[config.mk]
export PLATFORM = sky130hd
export DESIGN_NAME = cir_ctrl_regs
export DESIGN_NICKNAME = d
export VERILOG_FILES = /design/src/hw/cir_pkg.sv /design/src/hw/cir_regfile.sv /design/src/hw/cir_ctrl_regs.sv
export SDC_FILE = /design/constraint.sdc
export NUM_CORES = 1
export LEC_CHECK = 0
export BUFFER_PORTS_ARGS = -buffer_cell sky130_fd_sc_hd__buf_2
export CORE_MARGIN = 3
export CORE_UTILIZATION = 49
export CTS_CLUSTER_SIZE = 14
export DETAILED_ROUTE_END_ITERATION = 7
export PLACE_DENSITY = 0.75
export SKIP_CTS_REPAIR_TIMING = 1
export SYNTH_ARGS = -nofsm -noshare
export SYNTH_HDL_FRONTEND = slang
export SYNTH_SLANG_ARGS = --single-unit
[constraint.sdc]
create_clock -name i_mclk -period 2.55 [get_ports i_mclk]
set_input_delay 0.255 -clock i_mclk [delete_from_list [all_inputs] [get_ports i_mclk]]
set_output_delay 0.255 -clock i_mclk [all_outputs]
set_load 0.02 [all_outputs]
[src/hw/cir_pkg.sv]
package cir_pkg;

	// Register word addresses in the system data space
	localparam logic [6:0] CIR_ADDR_CODEC_CTRL = 7'h78;
	localparam logic [6:0] CIR_ADDR_VBUS_MODE = 7'h79;
	localparam logic [6:0] CIR_ADDR_PATH_GAIN = 7'h7A;
	localparam int CIR_NUM_REGS = 3;

	// Reset values
	localparam logic [15:0] CIR_RST_CODEC_CTRL = 16'h0000;
	localparam logic [2:0] CIR_RST_VBUS_MODE = 3'h0;
	localparam logic [15:0] CIR_RST_PATH_GAIN = 16'h0000;

	// Codec control word field positions
	localparam int CIR_CC_RSVD = 15;
	localparam int CIR_CC_PHASE_DIS = 14;
	localparam int CIR_CC_B_TM_LSB = 11;
	localparam int CIR_CC_A_TM_LSB = 8;
	localparam int CIR_CC_HF_MIC = 7;
	localparam int CIR_CC_HS_MIC = 6;
	localparam int CIR_CC_HF_SPK = 5;
	localparam int CIR_CC_HS_EAR = 4;
	localparam int CIR_CC_B_PWR = 3;
	localparam int CIR_CC_DC_ADD = 2;
	localparam int CIR_CC_A_LINE = 1;
	localparam int CIR_CC_A_PWR = 0;
	localparam logic [15:0] CIR_CC_WMASK = 16'h7FFF;

	// Gain word field positions
	localparam int CIR_G_B_DAC_LSB = 12;
	localparam int CIR_G_B_ADC_LSB = 8;
	localparam int CIR_G_A_DAC_LSB = 4;
	localparam int CIR_G_A_ADC_LSB = 0;
	localparam int CIR_DAC_GAIN_MIN_DB = -13;
	localparam int CIR_ADC_GAIN_MIN_DB = 9;

	typedef enum logic [2:0] {
		CIR_TM_NORMAL = 3'h0,
		CIR_TM_1B_ANALOG = 3'h1,
		CIR_TM_1B_DIGITAL = 3'h2,
		CIR_TM_1B_LOOP = 3'h3,
		CIR_TM_4FS_CODEC = 3'h4,
		CIR_TM_4FS_PROC = 3'h5,
		CIR_TM_4FS_LOOP = 3'h6,
		CIR_TM_PCM_PROBE = 3'h7
	} cir_testmode_e;

	typedef enum logic [2:0] {
		CIR_VB_INACTIVE = 3'h0,
		CIR_VB_UNUSED = 3'h1,
		CIR_VB_256K = 3'h2,
		CIR_VB_512K = 3'h3,
		CIR_VB_768K = 3'h4,
		CIR_VB_1024K = 3'h5,
		CIR_VB_2048K_UNDBL = 3'h6,
		CIR_VB_2048K = 3'h7
	} cir_vbmode_e;

	// Register access request
	typedef struct packed {
		logic wr;
		logic rd;
		logic [6:0] addr;
		logic [1:0] be;
		logic [15:0] wdata;
	} cir_req_s;

	// Per-codec controls
	typedef struct packed {
		logic power_on;
		cir_testmode_e testmode;
		logic [3:0] dac_gain;
		logic [3:0] adc_gain;
	} cir_codec_s;

	// Voice-bus setup
	typedef struct packed {
		logic active;
		logic [5:0] slots;
		logic [11:0] rate_kbps;
		logic clk_doubled;
	} cir_vbus_s;

endpackage

[src/hw/cir_regfile.sv]
`timescale 1ns/10ps
module cir_regfile
	import cir_pkg::*;
#(
	parameter int WIDTH = 16,
	parameter int DEPTH = 3
) (
	// Clock and reset
	input wire logic i_mclk,
	input wire logic i_nrst,
	// Write port
	input wire logic i_we,
	input wire logic [1:0] i_widx,
	input wire logic [WIDTH-1:0] i_wdata,
	input wire logic [WIDTH-1:0] i_wmask,
	// Read port
	input wire logic [1:0] i_ridx,
	output logic [WIDTH-1:0] o_rdata,
	// Full contents
	output logic [DEPTH*WIDTH-1:0] o_words
);

	// Two-bit indices serve at most four words
	if (DEPTH < 1 || DEPTH > 4 || WIDTH < 1) begin : g_size_bad
		$error("cir_regfile: unsupported size");
	end

	logic [WIDTH-1:0] mem_q [DEPTH];

	// Storage, all zero after reset
	always_ff @(posedge i_mclk) begin
		if (!i_nrst) begin
			for (int i = 0; i < DEPTH; i++) begin
				mem_q[i] <= '0;
			end
		end else if (i_we && (32'(i_widx) < DEPTH)) begin
			mem_q[i_widx] <= (mem_q[i_widx] & ~i_wmask) | (i_wdata & i_wmask);
		end
	end

	// Registered read data
	always_ff @(posedge i_mclk) begin
		if (!i_nrst) begin
			o_rdata <= '0;
		end else if (32'(i_ridx) < DEPTH) begin
			o_rdata <= mem_q[i_ridx];
		end else begin
			o_rdata <= '0;
		end
	end

	always_comb begin
		for (int i = 0; i < DEPTH; i++) begin
			o_words[i*WIDTH +: WIDTH] = mem_q[i];
		end
	end

endmodule

[src/hw/cir_ctrl_regs.sv]
`timescale 1ns/10ps
module cir_ctrl_regs
	import cir_pkg::*;
(
	// Clock and reset
	input wire logic i_mclk,
	input wire logic i_nrst,
	// External serial-bus host port
	input wire cir_req_s i_ext_req,
	output logic [15:0] o_ext_rdata,
	output logic o_ext_rvalid,
	output logic o_ext_hit,
	// Internal system bus port
	input wire cir_req_s i_int_req,
	output logic [15:0] o_int_rdata,
	output logic o_int_rvalid,
	output logic o_int_hit,
	// Codec controls
	output cir_codec_s o_codec_a,
	output cir_codec_s o_codec_b,
	output logic o_phase_corr_disable,
	output logic o_handsfree_mic_supply_on,
	output logic o_handset_mic_supply_on,
	output logic o_handsfree_speaker_enable,
	output logic o_handset_earpiece_enable,
	output logic o_mic_amp_dc_offset_add,
	output logic o_codec_a_line_out_enable,
	// Gain in dB, signed
	output logic signed [5:0] o_codec_a_dac_db,
	output logic signed [5:0] o_codec_a_adc_db,
	output logic signed [5:0] o_codec_b_dac_db,
	output logic signed [5:0] o_codec_b_adc_db,
	// Voice bus setup
	output cir_vbus_s o_vbus
);

	function automatic logic [1:0] addr_idx(input logic [6:0] a);
		case (a)
			CIR_ADDR_CODEC_CTRL: addr_idx = 2'd0;
			CIR_ADDR_VBUS_MODE: addr_idx = 2'd1;
			CIR_ADDR_PATH_GAIN: addr_idx = 2'd2;
			default: addr_idx = 2'd3;
		endcase
	endfunction

	// Byte enables to bit mask, unimplemented bits masked off
	function automatic logic [15:0] wr_mask(input logic [1:0] idx, input logic [1:0] be);
		logic [15:0] m;
		m = {{8{be[1]}}, {8{be[0]}}};
		case (idx)
			2'd0: wr_mask = m & CIR_CC_WMASK;
			2'd1: wr_mask = m & 16'h0007;
			2'd2: wr_mask = m;
			default: wr_mask = 16'h0000;
		endcase
	endfunction

	function automatic logic signed [5:0] dac_db(input logic [3:0] c);
		dac_db = 6'(CIR_DAC_GAIN_MIN_DB) + $signed({2'b00, c});
	endfunction

	function automatic logic signed [5:0] adc_db(input logic [3:0] c);
		adc_db = 6'(CIR_ADC_GAIN_MIN_DB) + $signed({2'b00, c});
	endfunction

	logic [1:0] ext_idx;
	logic [1:0] int_idx;
	logic ext_wr_ok;
	logic we;
	logic [1:0] widx;
	logic [15:0] wdata;
	logic [15:0] wmask;
	logic [1:0] ridx;
	logic [15:0] rdata;
	logic [47:0] words;
	logic [15:0] cc;
	logic [2:0] vbm;
	logic [15:0] gain;
	logic ext_rd_q;
	logic int_rd_q;

	assign ext_idx = addr_idx(i_ext_req.addr);
	assign int_idx = addr_idx(i_int_req.addr);
	assign ext_wr_ok = i_ext_req.wr && ext_idx != 2'd3;

	// Single write port, external host first
	always_comb begin
		we = 1'b0;
		widx = 2'd3;
		wdata = 16'h0000;
		wmask = 16'h0000;
		if (ext_wr_ok) begin
			we = 1'b1;
			widx = ext_idx;
			wdata = i_ext_req.wdata;
			wmask = wr_mask(ext_idx, i_ext_req.be);
		end else if (i_int_req.wr && int_idx != 2'd3) begin
			we = 1'b1;
			widx = int_idx;
			wdata = i_int_req.wdata;
			wmask = wr_mask(int_idx, i_int_req.be);
		end
	end

	// Read port also favours the external host
	assign ridx = i_ext_req.rd ? ext_idx : int_idx;

	cir_regfile #(
		.WIDTH(16),
		.DEPTH(CIR_NUM_REGS)
	) u_regs (
		.i_mclk(i_mclk),
		.i_nrst(i_nrst),
		.i_we(we),
		.i_widx(widx),
		.i_wdata(wdata),
		.i_wmask(wmask),
		.i_ridx(ridx),
		.o_rdata(rdata),
		.o_words(words)
	);

	assign cc = words[15:0];
	assign vbm = words[18:16];
	assign gain = words[47:32];

	// Read strobes, one cycle after the request
	always_ff @(posedge i_mclk) begin
		if (!i_nrst) begin
			ext_rd_q <= 1'b0;
			int_rd_q <= 1'b0;
		end else begin
			ext_rd_q <= i_ext_req.rd;
			int_rd_q <= i_int_req.rd && !i_ext_req.rd;
		end
	end

	// Hit flags, one cycle after the request
	always_ff @(posedge i_mclk) begin
		if (!i_nrst) begin
			o_ext_hit <= 1'b0;
			o_int_hit <= 1'b0;
		end else begin
			o_ext_hit <= (i_ext_req.rd || i_ext_req.wr) && ext_idx != 2'd3;
			o_int_hit <= ((i_int_req.rd && !i_ext_req.rd) || (i_int_req.wr && !ext_wr_ok)) && int_idx != 2'd3;
		end
	end

	// Read data, two cycles after the request; whole word returned, byte enables ignored
	always_ff @(posedge i_mclk) begin
		if (!i_nrst) begin
			o_ext_rdata <= 16'h0000;
			o_int_rdata <= 16'h0000;
			o_ext_rvalid <= 1'b0;
			o_int_rvalid <= 1'b0;
		end else begin
			o_ext_rvalid <= ext_rd_q;
			o_int_rvalid <= int_rd_q;
			if (ext_rd_q) begin
				o_ext_rdata <= rdata;
			end
			if (int_rd_q) begin
				o_int_rdata <= rdata;
			end
		end
	end

	// Codec control word decode
	always_ff @(posedge i_mclk) begin
		if (!i_nrst) begin
			o_phase_corr_disable <= 1'b0;
			o_handsfree_mic_supply_on <= 1'b0;
			o_handset_mic_supply_on <= 1'b0;
			o_handsfree_speaker_enable <= 1'b0;
			o_handset_earpiece_enable <= 1'b0;
			o_mic_amp_dc_offset_add <= 1'b0;
			o_codec_a_line_out_enable <= 1'b0;
		end else begin
			o_phase_corr_disable <= cc[CIR_CC_PHASE_DIS];
			o_handsfree_mic_supply_on <= cc[CIR_CC_HF_MIC];
			o_handset_mic_supply_on <= cc[CIR_CC_HS_MIC];
			o_handsfree_speaker_enable <= cc[CIR_CC_HF_SPK];
			o_handset_earpiece_enable <= cc[CIR_CC_HS_EAR];
			o_mic_amp_dc_offset_add <= cc[CIR_CC_DC_ADD];
			o_codec_a_line_out_enable <= cc[CIR_CC_A_LINE];
		end
	end

	// Per-codec power, test mode and gain codes; reset state zero
	always_ff @(posedge i_mclk) begin
		if (!i_nrst) begin
			o_codec_a <= '0;
			o_codec_b <= '0;
		end else begin
			o_codec_a.power_on <= cc[CIR_CC_A_PWR];
			o_codec_b.power_on <= cc[CIR_CC_B_PWR];
			o_codec_a.testmode <= cir_testmode_e'(cc[CIR_CC_A_TM_LSB +: 3]);
			o_codec_b.testmode <= cir_testmode_e'(cc[CIR_CC_B_TM_LSB +: 3]);
			o_codec_a.dac_gain <= gain[CIR_G_A_DAC_LSB +: 4];
			o_codec_a.adc_gain <= gain[CIR_G_A_ADC_LSB +: 4];
			o_codec_b.dac_gain <= gain[CIR_G_B_DAC_LSB +: 4];
			o_codec_b.adc_gain <= gain[CIR_G_B_ADC_LSB +: 4];
		end
	end

	// Gain in dB
	always_ff @(posedge i_mclk) begin
		if (!i_nrst) begin
			o_codec_a_dac_db <= 6'(CIR_DAC_GAIN_MIN_DB);
			o_codec_b_dac_db <= 6'(CIR_DAC_GAIN_MIN_DB);
			o_codec_a_adc_db <= 6'(CIR_ADC_GAIN_MIN_DB);
			o_codec_b_adc_db <= 6'(CIR_ADC_GAIN_MIN_DB);
		end else begin
			o_codec_a_dac_db <= dac_db(gain[CIR_G_A_DAC_LSB +: 4]);
			o_codec_b_dac_db <= dac_db(gain[CIR_G_B_DAC_LSB +: 4]);
			o_codec_a_adc_db <= adc_db(gain[CIR_G_A_ADC_LSB +: 4]);
			o_codec_b_adc_db <= adc_db(gain[CIR_G_B_ADC_LSB +: 4]);
		end
	end

	// Voice bus mode decode
	always_ff @(posedge i_mclk) begin
		if (!i_nrst) begin
			o_vbus <= '0;
		end else begin
			o_vbus.active <= 1'b1;
			o_vbus.clk_doubled <= 1'b1;
			case (cir_vbmode_e'(vbm))
				CIR_VB_256K: begin
					o_vbus.slots <= 6'd4;
					o_vbus.rate_kbps <= 12'd256;
				end
				CIR_VB_512K: begin
					o_vbus.slots <= 6'd8;
					o_vbus.rate_kbps <= 12'd512;
				end
				CIR_VB_768K: begin
					o_vbus.slots <= 6'd12;
					o_vbus.rate_kbps <= 12'd768;
				end
				CIR_VB_1024K: begin
					o_vbus.slots <= 6'd16;
					o_vbus.rate_kbps <= 12'd1024;
				end
				CIR_VB_2048K: begin
					o_vbus.slots <= 6'd32;
					o_vbus.rate_kbps <= 12'd2048;
				end
				CIR_VB_2048K_UNDBL: begin
					o_vbus.slots <= 6'd32;
					o_vbus.rate_kbps <= 12'd2048;
					o_vbus.clk_doubled <= 1'b0;
				end
				default: begin
					o_vbus.active <= 1'b0;
					o_vbus.slots <= 6'd0;
					o_vbus.rate_kbps <= 12'd0;
					o_vbus.clk_doubled <= 1'b0;
				end
			endcase
		end
	end

endmodule

# After elaboration in Yosys (flattened, before gate mapping)
# Memories as Yosys holds them, arrays and structs flattened. A register that Yosys moved wholly into a read port is not among the register bits.
# Index checks and enable logic that the tools add are counted.
[totals]
wordCells = 92
output_inout_bits = 111
mem_bits_rw = 48
n_memories = 1
register_bits = 98
[memory_table]
columns = ["memory", "words", "width", "rd", "rd_clocked_by_memory_dff", "write_ports", "line", "rtl"]
rows = [
  ["u_regs.mem_q", 3, 16, 5, 2, 3, "cir_regfile.sv:28", "logic [WIDTH-1:0] mem_q [DEPTH];"],
]
[classes]
muxes = 23
reduce_logical = 20
n_bitwise = 4
magnitude_cmp = 2
n_addsub = 4
n_eq_ne = 18
[ops]
columns = ["cell", "n"]
rows = [
  ["16-bit case mux with 3 select lines", 2],
  ["18-bit case mux with 5 select lines", 1],
  ["16-bit two-way mux", 5],
  ["7-bit equality test, second input constant", 6],
  ["16-bit AND", 2],
  ["16-bit NOT", 1],
  ["16-bit OR", 1],
  ["16-bit OR reduction", 1],
  ["5-bit by 5-bit adder with 6-bit output, first input constant", 2],
  ["3-bit equality test, second input constant", 4],
  ["2-bit case mux with 3 select lines", 2],
  ["4-bit by 4-bit adder with 5-bit output, first input constant", 2],
  ["1-bit two-way mux", 9],
  ["2-bit two-way mux", 4],
  ["1-bit logical AND", 7],
  ["3-bit by 2-bit equality test with 1-bit output, second input constant", 2],
  ["6-bit OR reduction", 1],
  ["5-bit OR reduction", 1],
  ["2-bit by 1-bit equality test with 1-bit output, second input constant", 2],
  ["2-bit equality test, second input constant", 2],
  ["1-bit logical NOT", 4],
  ["2-bit logical NOT", 2],
  ["2-bit less-than comparator, second input constant", 2],
  ["2-bit != test, second input constant", 2],
  ["other kinds (3)", 4],
]

# Logic depth before layout (Yosys ltp)
# Gate-level depths: netlist (run 1).
[logic_depth]
ltp_word = 13
depth_mapped = 8

# Modules after synthesis
# From an unflattened synthesis (run 1), not the netlist that was laid out.
[unflattened]
cells_unflattened = 648
area_unflattened_um2 = 7439.6
[modules_own_cells]
columns = ["mod", "area_each_um2", "cells_per_inst", "n_inst"]
rows = [
  ["cir_regfile", 3831.2, 316, 1],
  ["cir_ctrl_regs", 3608.5, 332, 1],
]

# Worst setup path after synthesis (run 1)
# Ideal clock, no wire load.
[synth_path]
path_type = "input-to-reg"
start = "in i_ext_req[20] (netlist bit)"
end = "mem u_regs.mem_q[2][0] (enable)"
required_time_ps = 2139
setup_time_ps = 411
path_stages = 6
t_arrival_ps = 2410
path_slack_ps = -272
path_cell_list = "and2b_2 a31oi_4 a21oi_1 buf_4 buf_2 o21ai_0"
[synth_rtl]
columns = ["element", "line", "rtl"]
rows = [
  ["from (decl)", "cir_ctrl_regs.sv:9", "input wire cir_req_s i_ext_req,"],
  ["to (decl)", "cir_regfile.sv:28", ""],
]

==> results by group, run 1 <==
Global routing
  • Vias in the first global route: between 5k and 6k
  • Largest net degree at the start of global routing: 63
  • Initial antenna violation count: 0
  • First-pass GRT wire length: about 27000 um
  • Total GRT Usage: 0.211
  • Remaining Overflow, GRT: 0

Worst setup path
  • CP Capture Type: register
  • Number of cells on the critical path: 7
  • Reg-to-Reg End: u_regs.mem_q[0][2]
  • Flop2flop setup slack: 1.00 ns
  • CP arrival: around 2.1 ns
  • Critical Path Start Type: input port
  • Critical Path Source: i_ext_req[21]
  • CP max stage cell: and2_1
  • Crit path buffers/inverters: 1
  • Critical path required time: ~2.7 ns
  • Top delay family on crit path: simple AND/OR/NAND/NOR gates
  • Crit-path max cell delay: about 0.44 ns
  • Reg2Reg Depth: 3
  • Crit Path Class: input port to register
  • Critical path fanouts, max: 11
  • Crit-path cells: buf_2 -> and2b_2 -> a31oi_4 -> a21o_1 -> and2_1 -> a32oi_1 -> and4_1
  • Worst Setup EP: u_regs.mem_q[1][11]
  • Reg2reg start: u_regs.mem_q[1][2]

Synth
  • Post-synthesis compound-gate area fraction: 0.107
  • Cells after Synth: ~640
  • Primary FF master, synth: dfxtp_1
  • Synth cell types: 61
  • Post-synth EDFFs: 63
  • Avg Cell Area, Syn: approximately 12 um^2
  • Share of flip-flops with an asynchronous set or reset: 0
  • XOR/XNOR Fraction of Synth Area: 0.0106
  • Post-Syn Area: 7450 um^2
  • Mux cell area share after synthesis: 0.0937
  • Largest family of logic cells by synthesized area: simple AND/OR/NAND/NOR gates
  • Sequential area share after synthesis: 0.558
  • Simple-gate share of the synthesized area: 0.175
  • Yosys warns: 0
  • Synth Register Bits: about 180
  • Post-synthesis adder-cell area fraction: 0.00672

Die
  • Core area: 14700 um^2
  • Row cnt: 44
  • Initial Utilization: 0.507
  • Die width: around 130 um
  • Die Y: approximately 130 um
  • Die ar.: about 17000 um^2
  • Top-level I/O count: 167

Worst hold path
  • Min-delay worst type: input port to register

Run status
  • Run status: finished, final reports clean

Cells and area
  • Antenna cell count: 0
  • P&R area growth vs syn: 20.2%
  • Nets: ~870
  • Layout cells sized above 1: 0.308

Placement
  • GPL Wtd Cong: just over 0.9
  • Hpwl dp: approximately 13000 um
  • Port Buffers: approximately 150

Timing
  • Min cycle time layout: just under 2 ns
  • RSZ-0062 raised after global routing: no
  • Slew Viols, Final: 0
  • Sum Neg Setup Slack: 0 ns
  • Max-Slew Margin vs Limit: 0.300
  • Final setup viols: 0
  • Fin crit share: 0.761
  • Worst slew pin tran: approximately 1.0 ns
  • Hold Vio Cnt, Final: 0
  • Final Skew: between 0.006 and 0.007 ns
  • Fmax achieved: between 500 and 600 MHz

Drt
  • Routed Antenna Nets: 0
  • Via count: ~5.4k
  • Via/cell ratio: about 5.4
  • Detailed Route WL: between 15000 and 20000 um
  • Initial DRC Count: between 400 and 500
  • WL/cell: 17.5 um
  • Initial DRT Pass Iterations: 5
  • # DRC: 0

Power and ir drop
  • Sw frac: 0.220
  • Total power: ~0.006 W
  • Net Sw Power: roughly 0.0013 W
  • Power density cells: between 600 and 700 nW/um^2
  • Pint: around 0.0046 W
  • Gate power share: 0.071
  • Leakage Power: 3.81 nW
  • Reg power frac: 0.520
  • Clock Power Share: 0.409
  • Worst vdd ir: between 0.0005 and 0.0006 V

Clock tree
  • H-tree depth: 4
  • Clock Sinks: between 150 and 200
  • Clk_lat worst skew: 0.42 ns
  • CTS tree: built
  • Reg clk slew, reported paths: ~0.060 ns
  • Root Driver: clkbuf_16
  • Max Root-Sink Buffers: 2
  • Num CTS Buffers: 17

Flow run
  • Maxcap violations: 0
per-layer routing:
metal | global-route usage | share of wire | vias up
li1 | - | - | 2564
met1 | 0.298 | 0.45 | 2571
met2 | 0.324 | 0.45 | 252
met3 | 0.0519 | 0.080 | 27
met4 | 0.0642 | 0.016 | 0
met5 | 0 | 0 | -
worst min path at each step:
| stage | slack [ns] | endpoint | depth (start not counted) | start |
|---|---|---|---|---|
| floorplan | 0.38 | ext_rd_q | 1 | i_ext_req[25] |
| detailed placement | 0.50 | o_codec_b[9] | 1 | u_regs.mem_q[0][12] |
| global placement | 0.49 | o_codec_b[9] | 1 | u_regs.mem_q[0][12] |
| global route | 0.20 | ext_rd_q | 2 | i_ext_req[25] |
| CTS | 0.13 | o_ext_hit | 3 | i_ext_req[26] |
| finish | 0.14 | o_ext_hit | 3 | i_ext_req[26] |
worst register-to-register path, stage by stage (launching register included):
cell and delay [ns]:
edfxtp_1 0.59, mux2_2 0.36, o221ai_1 0.26, nor2_1 0.09
power groups by stage:
stage | clock [W] | combinational [W] | sequential [W]
final | 0.00242 | 0.000421 | 0.00307
after global routing | 0.00258 | 0.000460 | 0.00308
after CTS | 0.00245 | 0.000422 | 0.00307
after detailed placement | 0 | 0.000420 | 0.00313
after global placement | 0 | 0.000410 | 0.00313
after floorplan | 0 | 0.000246 | 0.00315
area by class of cell:
cell class / instances / area [um^2]
fill: 1206 / 5740
timing repair buffer: 177 / 943
clock inverter: 6 / 58.8
inverter: 12 / 45.0
tap: 184 / 230
sequential: 176 / 4150
multi-input combinational: 427 / 3030
clock buffer: 24 / 493
registers in the layout, indices dropped and copies added (netlist names), 5 cells and up:
register / count
o_codec_a_dac_db: 6
u_regs.mem_q: 63
o_codec_b_dac_db: 6
o_codec_a_adc_db: 5
o_codec_b: 12
o_vbus: 6
u_regs.o_rdata: 16
o_codec_b_adc_db: 5
o_codec_a: 12
o_int_rdata: 16
o_ext_rdata: 16
synthesized netlist by cell type, types with 10 or more instances:
cell type,n,area share
a21oi_1,12,0.0081
mux2_2,22,0.033
a221oi_1,10,0.012
clkbuf_1,21,0.011
nand2_1,43,0.022
edfxtp_1,63,0.25
dfxtp_1,113,0.30
inv_1,12,0.0060
buf_4,19,0.019
o21ai_0,12,0.0081
nor2b_1,57,0.048
a22oi_1,17,0.017
nor2_1,32,0.016
and2_1,43,0.036
mux2i_1,42,0.056
layout by cell type (no fill, tap or decap), types with 22 or more instances in the layout:
master    synthesis  layout
buf_2             9     154
and2_1           43      43
conb_1            1      27
buf_4            19      23
dfxtp_1         113     113
nor2_1           32      32
nor2b_1          57      57
mux2_2           22      22
mux2i_1          42      42
nand2_1          43      43
edfxtp_1         63      63
through the flow:
step                 util  std cells  area [um^2]  worst slack (ns)  hold WS, ns
floorplan               -        669         7550             0.166        0.377
global placement    0.572        976         8410             0.296        0.489
detailed placement  0.572        976         8410             0.224        0.498
CTS                 0.609       1006         8960             0.661        0.131
global route        0.609       1006         8960             0.513        0.195
finish              0.609       1006         8960             0.609        0.144
kinds of logic (layout without fill, tap and decap cells):
family,count (synthesis),after routing
other cells,1,27
fa+ha+maj,4,4
buf+inv,66,219
simple gates,225,225
flops,176,176
xor+xnor,9,9
compound gates,96,96
mux,66,66
No activity file was read; power rests on OpenSTA's default activity.
==> run 2, diff against run 1 <==
--- a/config.mk
+++ b/config.mk
@@ -5,12 +5,13 @@
 export SDC_FILE = /design/constraint.sdc
 export NUM_CORES = 1
 export LEC_CHECK = 0
+export ABC_AREA = 1
 export BUFFER_PORTS_ARGS = -buffer_cell sky130_fd_sc_hd__buf_2
 export CORE_MARGIN = 3
-export CORE_UTILIZATION = 49
+export CORE_UTILIZATION = 54
 export CTS_CLUSTER_SIZE = 14
 export DETAILED_ROUTE_END_ITERATION = 7
-export PLACE_DENSITY = 0.75
+export PLACE_DENSITY = 0.78
 export SKIP_CTS_REPAIR_TIMING = 1
 export SYNTH_ARGS = -nofsm -noshare
 export SYNTH_HDL_FRONTEND = slang
==> constraint.sdc (replaced) <==
create_clock -name i_mclk -period 2 [get_ports i_mclk]
set_input_delay 0.2 -clock i_mclk [delete_from_list [all_inputs] [get_ports i_mclk]]
set_output_delay 0.2 -clock i_mclk [all_outputs]
set_load 0.02 [all_outputs]
==> results by group, run 2 <==
Synth
  • Synth top area cells: dfxtp_1 (29%), edfxtp_1 (25%), nand2_1 (14%), nand3_1 (7.1%), nor2_1 (6.1%)
  • Primary FF master, synth: dfxtp_1
  • Avg Cell Area, Syn: 8.00 um^2 (-31%)
  • Yosys warns: 0 (unchanged)
  • Post-synth top area cell: dfxtp_1
  • Share of flip-flops with an asynchronous set or reset: 0 (unchanged)
  • Post-Syn Area: 7720 um^2 (+3.6%)
  • Sequential area share after synthesis: 0.542 (-0.0154)
  • Largest family of logic cells by synthesized area: simple AND/OR/NAND/NOR gates
  • Commonest cells post-synth: nand2_1 (289), nor2_1 (125), dfxtp_1 (113)
  • Post-synth EDFFs: 64 (+1.6%)
  • Yosys top cell area share: 0.293 (-0.0105)
  • Count leader, synth: nand2_1
  • Mux cell area share after synthesis: 0 (-0.0937)
  • Post-synthesis compound-gate area fraction: 0.0529 (-0.0545)
  • XOR/XNOR Fraction of Synth Area: 0.00227 (-0.00831)
  • Synth Register Bits: 177 (+0.57%)
  • Post-synthesis adder-cell area fraction: 0.00649 (-0.000232)
  • Simple-gate share of the synthesized area: 0.306 (+0.131)
  • Synth cell types: 31 (-49%)
  • Cells after Synth: 964 (+50%)

Global routing
  • Initial antenna violation count: 0 (unchanged)
  • Total GRT Usage: 0.244 (+0.0333)
  • First-pass GRT wire length: 30800 um (+13%)
  • Largest net degree at the start of global routing: 51 (-19%)
  • Remaining Overflow, GRT: 0 (unchanged)
  • Vias in the first global route: 6233 (+20%)

Timing
  • Sum Neg Setup Slack: 0 ns (unchanged)
  • Fmax achieved: between 600 and 700 MHz
  • Fin crit share: 0.758
  • Final setup viols: 0 (unchanged)
  • Final worst-path setup slack: 0.483 ns (-0.125 ns)
  • Final Skew: 0.00464 ns (-0.00216 ns)
  • Hold Vio Cnt, Final: 0 (unchanged)
  • Max-Slew Margin vs Limit: 0.586 (+0.286)
  • Min cycle time layout: around 1.5 ns
  • WHS: 0.0676 ns (-0.0766 ns)
  • Worst slew pin tran: 0.622 ns (-0.427 ns)
  • RSZ-0062 raised after global routing: no
  • Slew Viols, Final: 0 (unchanged)

Drt
  • # DRC: 0 (unchanged)
  • Via count: 6840 (+26%)
  • Via/cell ratio: 5.15 (-4.4%)
  • Initial DRT Pass Iterations: 7 (+2)
  • Initial DRC Count: 897 (+110%)
  • Routed Antenna Nets: 0 (unchanged)
  • Detailed Route WL: 19200 um (+9.3%)
  • WL/cell: 14.4 um (-17%)

Worst setup path
  • Crit Path Class: input port to register
  • CP arrival: 1.70 ns (-0.41 ns)
  • Flop2flop setup slack: 0.48 ns (-0.52 ns)
  • Critical path fanouts, max: 6 (-5)
  • Reg2reg start: int_rd_q
  • Critical Path Source: i_int_req[20]
  • Critical Path Start Type: input port
  • Reg-to-Reg End: o_int_rdata[0]
  • CP Capture Type: register
  • Critical path required time: 2.18 ns (-0.54 ns)
  • Reg2Reg Depth: 3 (unchanged)
  • Worst Setup EP: u_regs.mem_q[1][4]

Power and ir drop
  • Worst vdd ir: 0.000676 V (+25%)
  • Power density cells: 854 nW/um^2 (+29%)
  • Leakage Power: 4.77 nW (+25%)

Placement
  • Hpwl dp: 14000 um (+8.7%)
  • Pre-CTS setup slack: 0.0410 ns (-0.183 ns)
  • Placed cell area: 8740 um^2 (+4.0%)
  • Port Buffers: 154 (unchanged)
  • GPL Wtd Cong: 0.889 (-1.7%)

Clock tree
  • H-tree depth: 4 (unchanged)
  • Root Driver: clkbuf_16
  • Reg clk slew, reported paths: 0.06 ns (about the same)
  • CTS tree: built
  • Clock Sinks: 177 (+0.57%)
  • Num CTS Buffers: 17 (unchanged)
  • Max Root-Sink Buffers: 2 (unchanged)
  • Clk_lat worst skew: 0.43 ns (about the same)

Cells and area
  • Fill cells: 1149 (-4.7%)
  • Most frequent cells in the layout: nand2_1 (289), buf_2 (154), nor2_1 (125)
  • Post-route cell area: 9330 um^2 (+4.2%)
  • Max FFs per register: 64 (+1.6%)
  • Layout cells sized above 1: 0.218 (-0.0902)
  • Top reg by flops: u_regs.mem_q
  • Fin util: 0.670 (+0.0604)
  • Antenna cell count: 0 (unchanged)
  • Nets: 1197 (+37%)
  • Commonest non-fill, non-tap cell in the layout: nand2_1
  • P&R area growth vs syn: 21.0%

Die
  • Top-level I/O count: 167 (unchanged)
  • Initial Utilization: 0.554 (+0.0469)
  • Row cnt: 43 (-2.3%)
  • Die ar.: 15800 um^2 (-5.7%)
  • Die width: 126 um (-2.9%)
  • Die Y: 126 um (-2.9%)
  • Core area: 13900 um^2 (-5.2%)

Worst hold path
  • Min-delay worst type: input port to register
  • Worst Hold Launch: i_ext_req[25]

Flow run
  • Maxcap violations: 0 (unchanged)

Run status
  • Run status: finished, final reports clean
run 2: cell types whose count changed in the layout (fill, tap and decap cells not counted), sizes merged, moves of 24 or more:
cell / before / now
nand2: 44 / 302
nand3: 7 / 116
nor2: 34 / 131
inv: 13 / 88
nor2b: 57 / 0
and2: 43 / 0
mux2i: 42 / 0
o21ai: 12 / 51
mux2: 24 / 0
run 2: through the flow:
| step | cells | total power (W) |
|---|---|---|
| 5_1_grt | 1329 | 0.00825 |
| 3_5_place_dp | 1298 | 0.00479 |
| 3_3_place_gp | 1298 | 0.00478 |
| 4_1_cts | 1329 | 0.00799 |
| 2_1_floorplan | 991 | 0.00452 |
| 6_report | 1329 | 0.00797 |
run 2: where the power goes:
group | switching (W) | internal, W | total, W
Sequential | 0.0000976 | 0.00389 | 0.00399
Combinational | 0.000490 | 0.000246 | 0.000736
Clock | 0.00127 | 0.00198 | 0.00324
run 2: area by class of cell:
cell class / count / area (um^2) / share of cell area
flip-flops and latches: 177 / 4180 / 0.448
inverters: 88 / 333 / 0.0357
clock buffers: 27 / 544 / 0.0583
well taps: 180 / 225 / 0.0241
clock inverters: 4 / 45.0 / 0.00483
multi-input cells: 666 / 2950 / 0.316
repair buffers: 187 / 1060 / 0.113
run 2: layer usage:
layer,track usage,vias up,part of all wire
met5,0,-,0
met4,0.0957,0,0.023
met3,0.0534,35,0.11
met2,0.367,372,0.43
met1,0.347,3060,0.44
li1,-,3373,-
run 2: cell families (layout without fill, tap and decap cells):
family | Yosys count | after routing
AND/OR/NAND/NOR | 556 | 556
flip-flops | 177 | 177
buffers and inverters | 148 | 306
AO/OA/AOI/OAI | 76 | 76
adder cells (fa/ha/maj) | 4 | 4
XOR/XNOR | 2 | 2
other | 1 | 28
run 2: worst min path at each step:
stage,endpoint,depth (start not counted)
final,o_ext_hit,3
after global routing,int_rd_q,3
after CTS,o_ext_hit,3
after detailed placement,o_ext_rdata[2],2
after global placement,o_ext_rdata[14],2
after floorplan,ext_rd_q,2
run 2: critical path: stages:
cell and delay [ns]:
buf_2 0.10, inv_2 0.05, nand2_1 0.05, nor2_2 0.16
nand2_1 0.12, nor2_4 0.16, nand3_1 0.08, nand2_1 0.06
nand2_1 0.16, inv_1 0.19, nand3_1 0.12, nand2_1 0.16
nor2_1 0.07
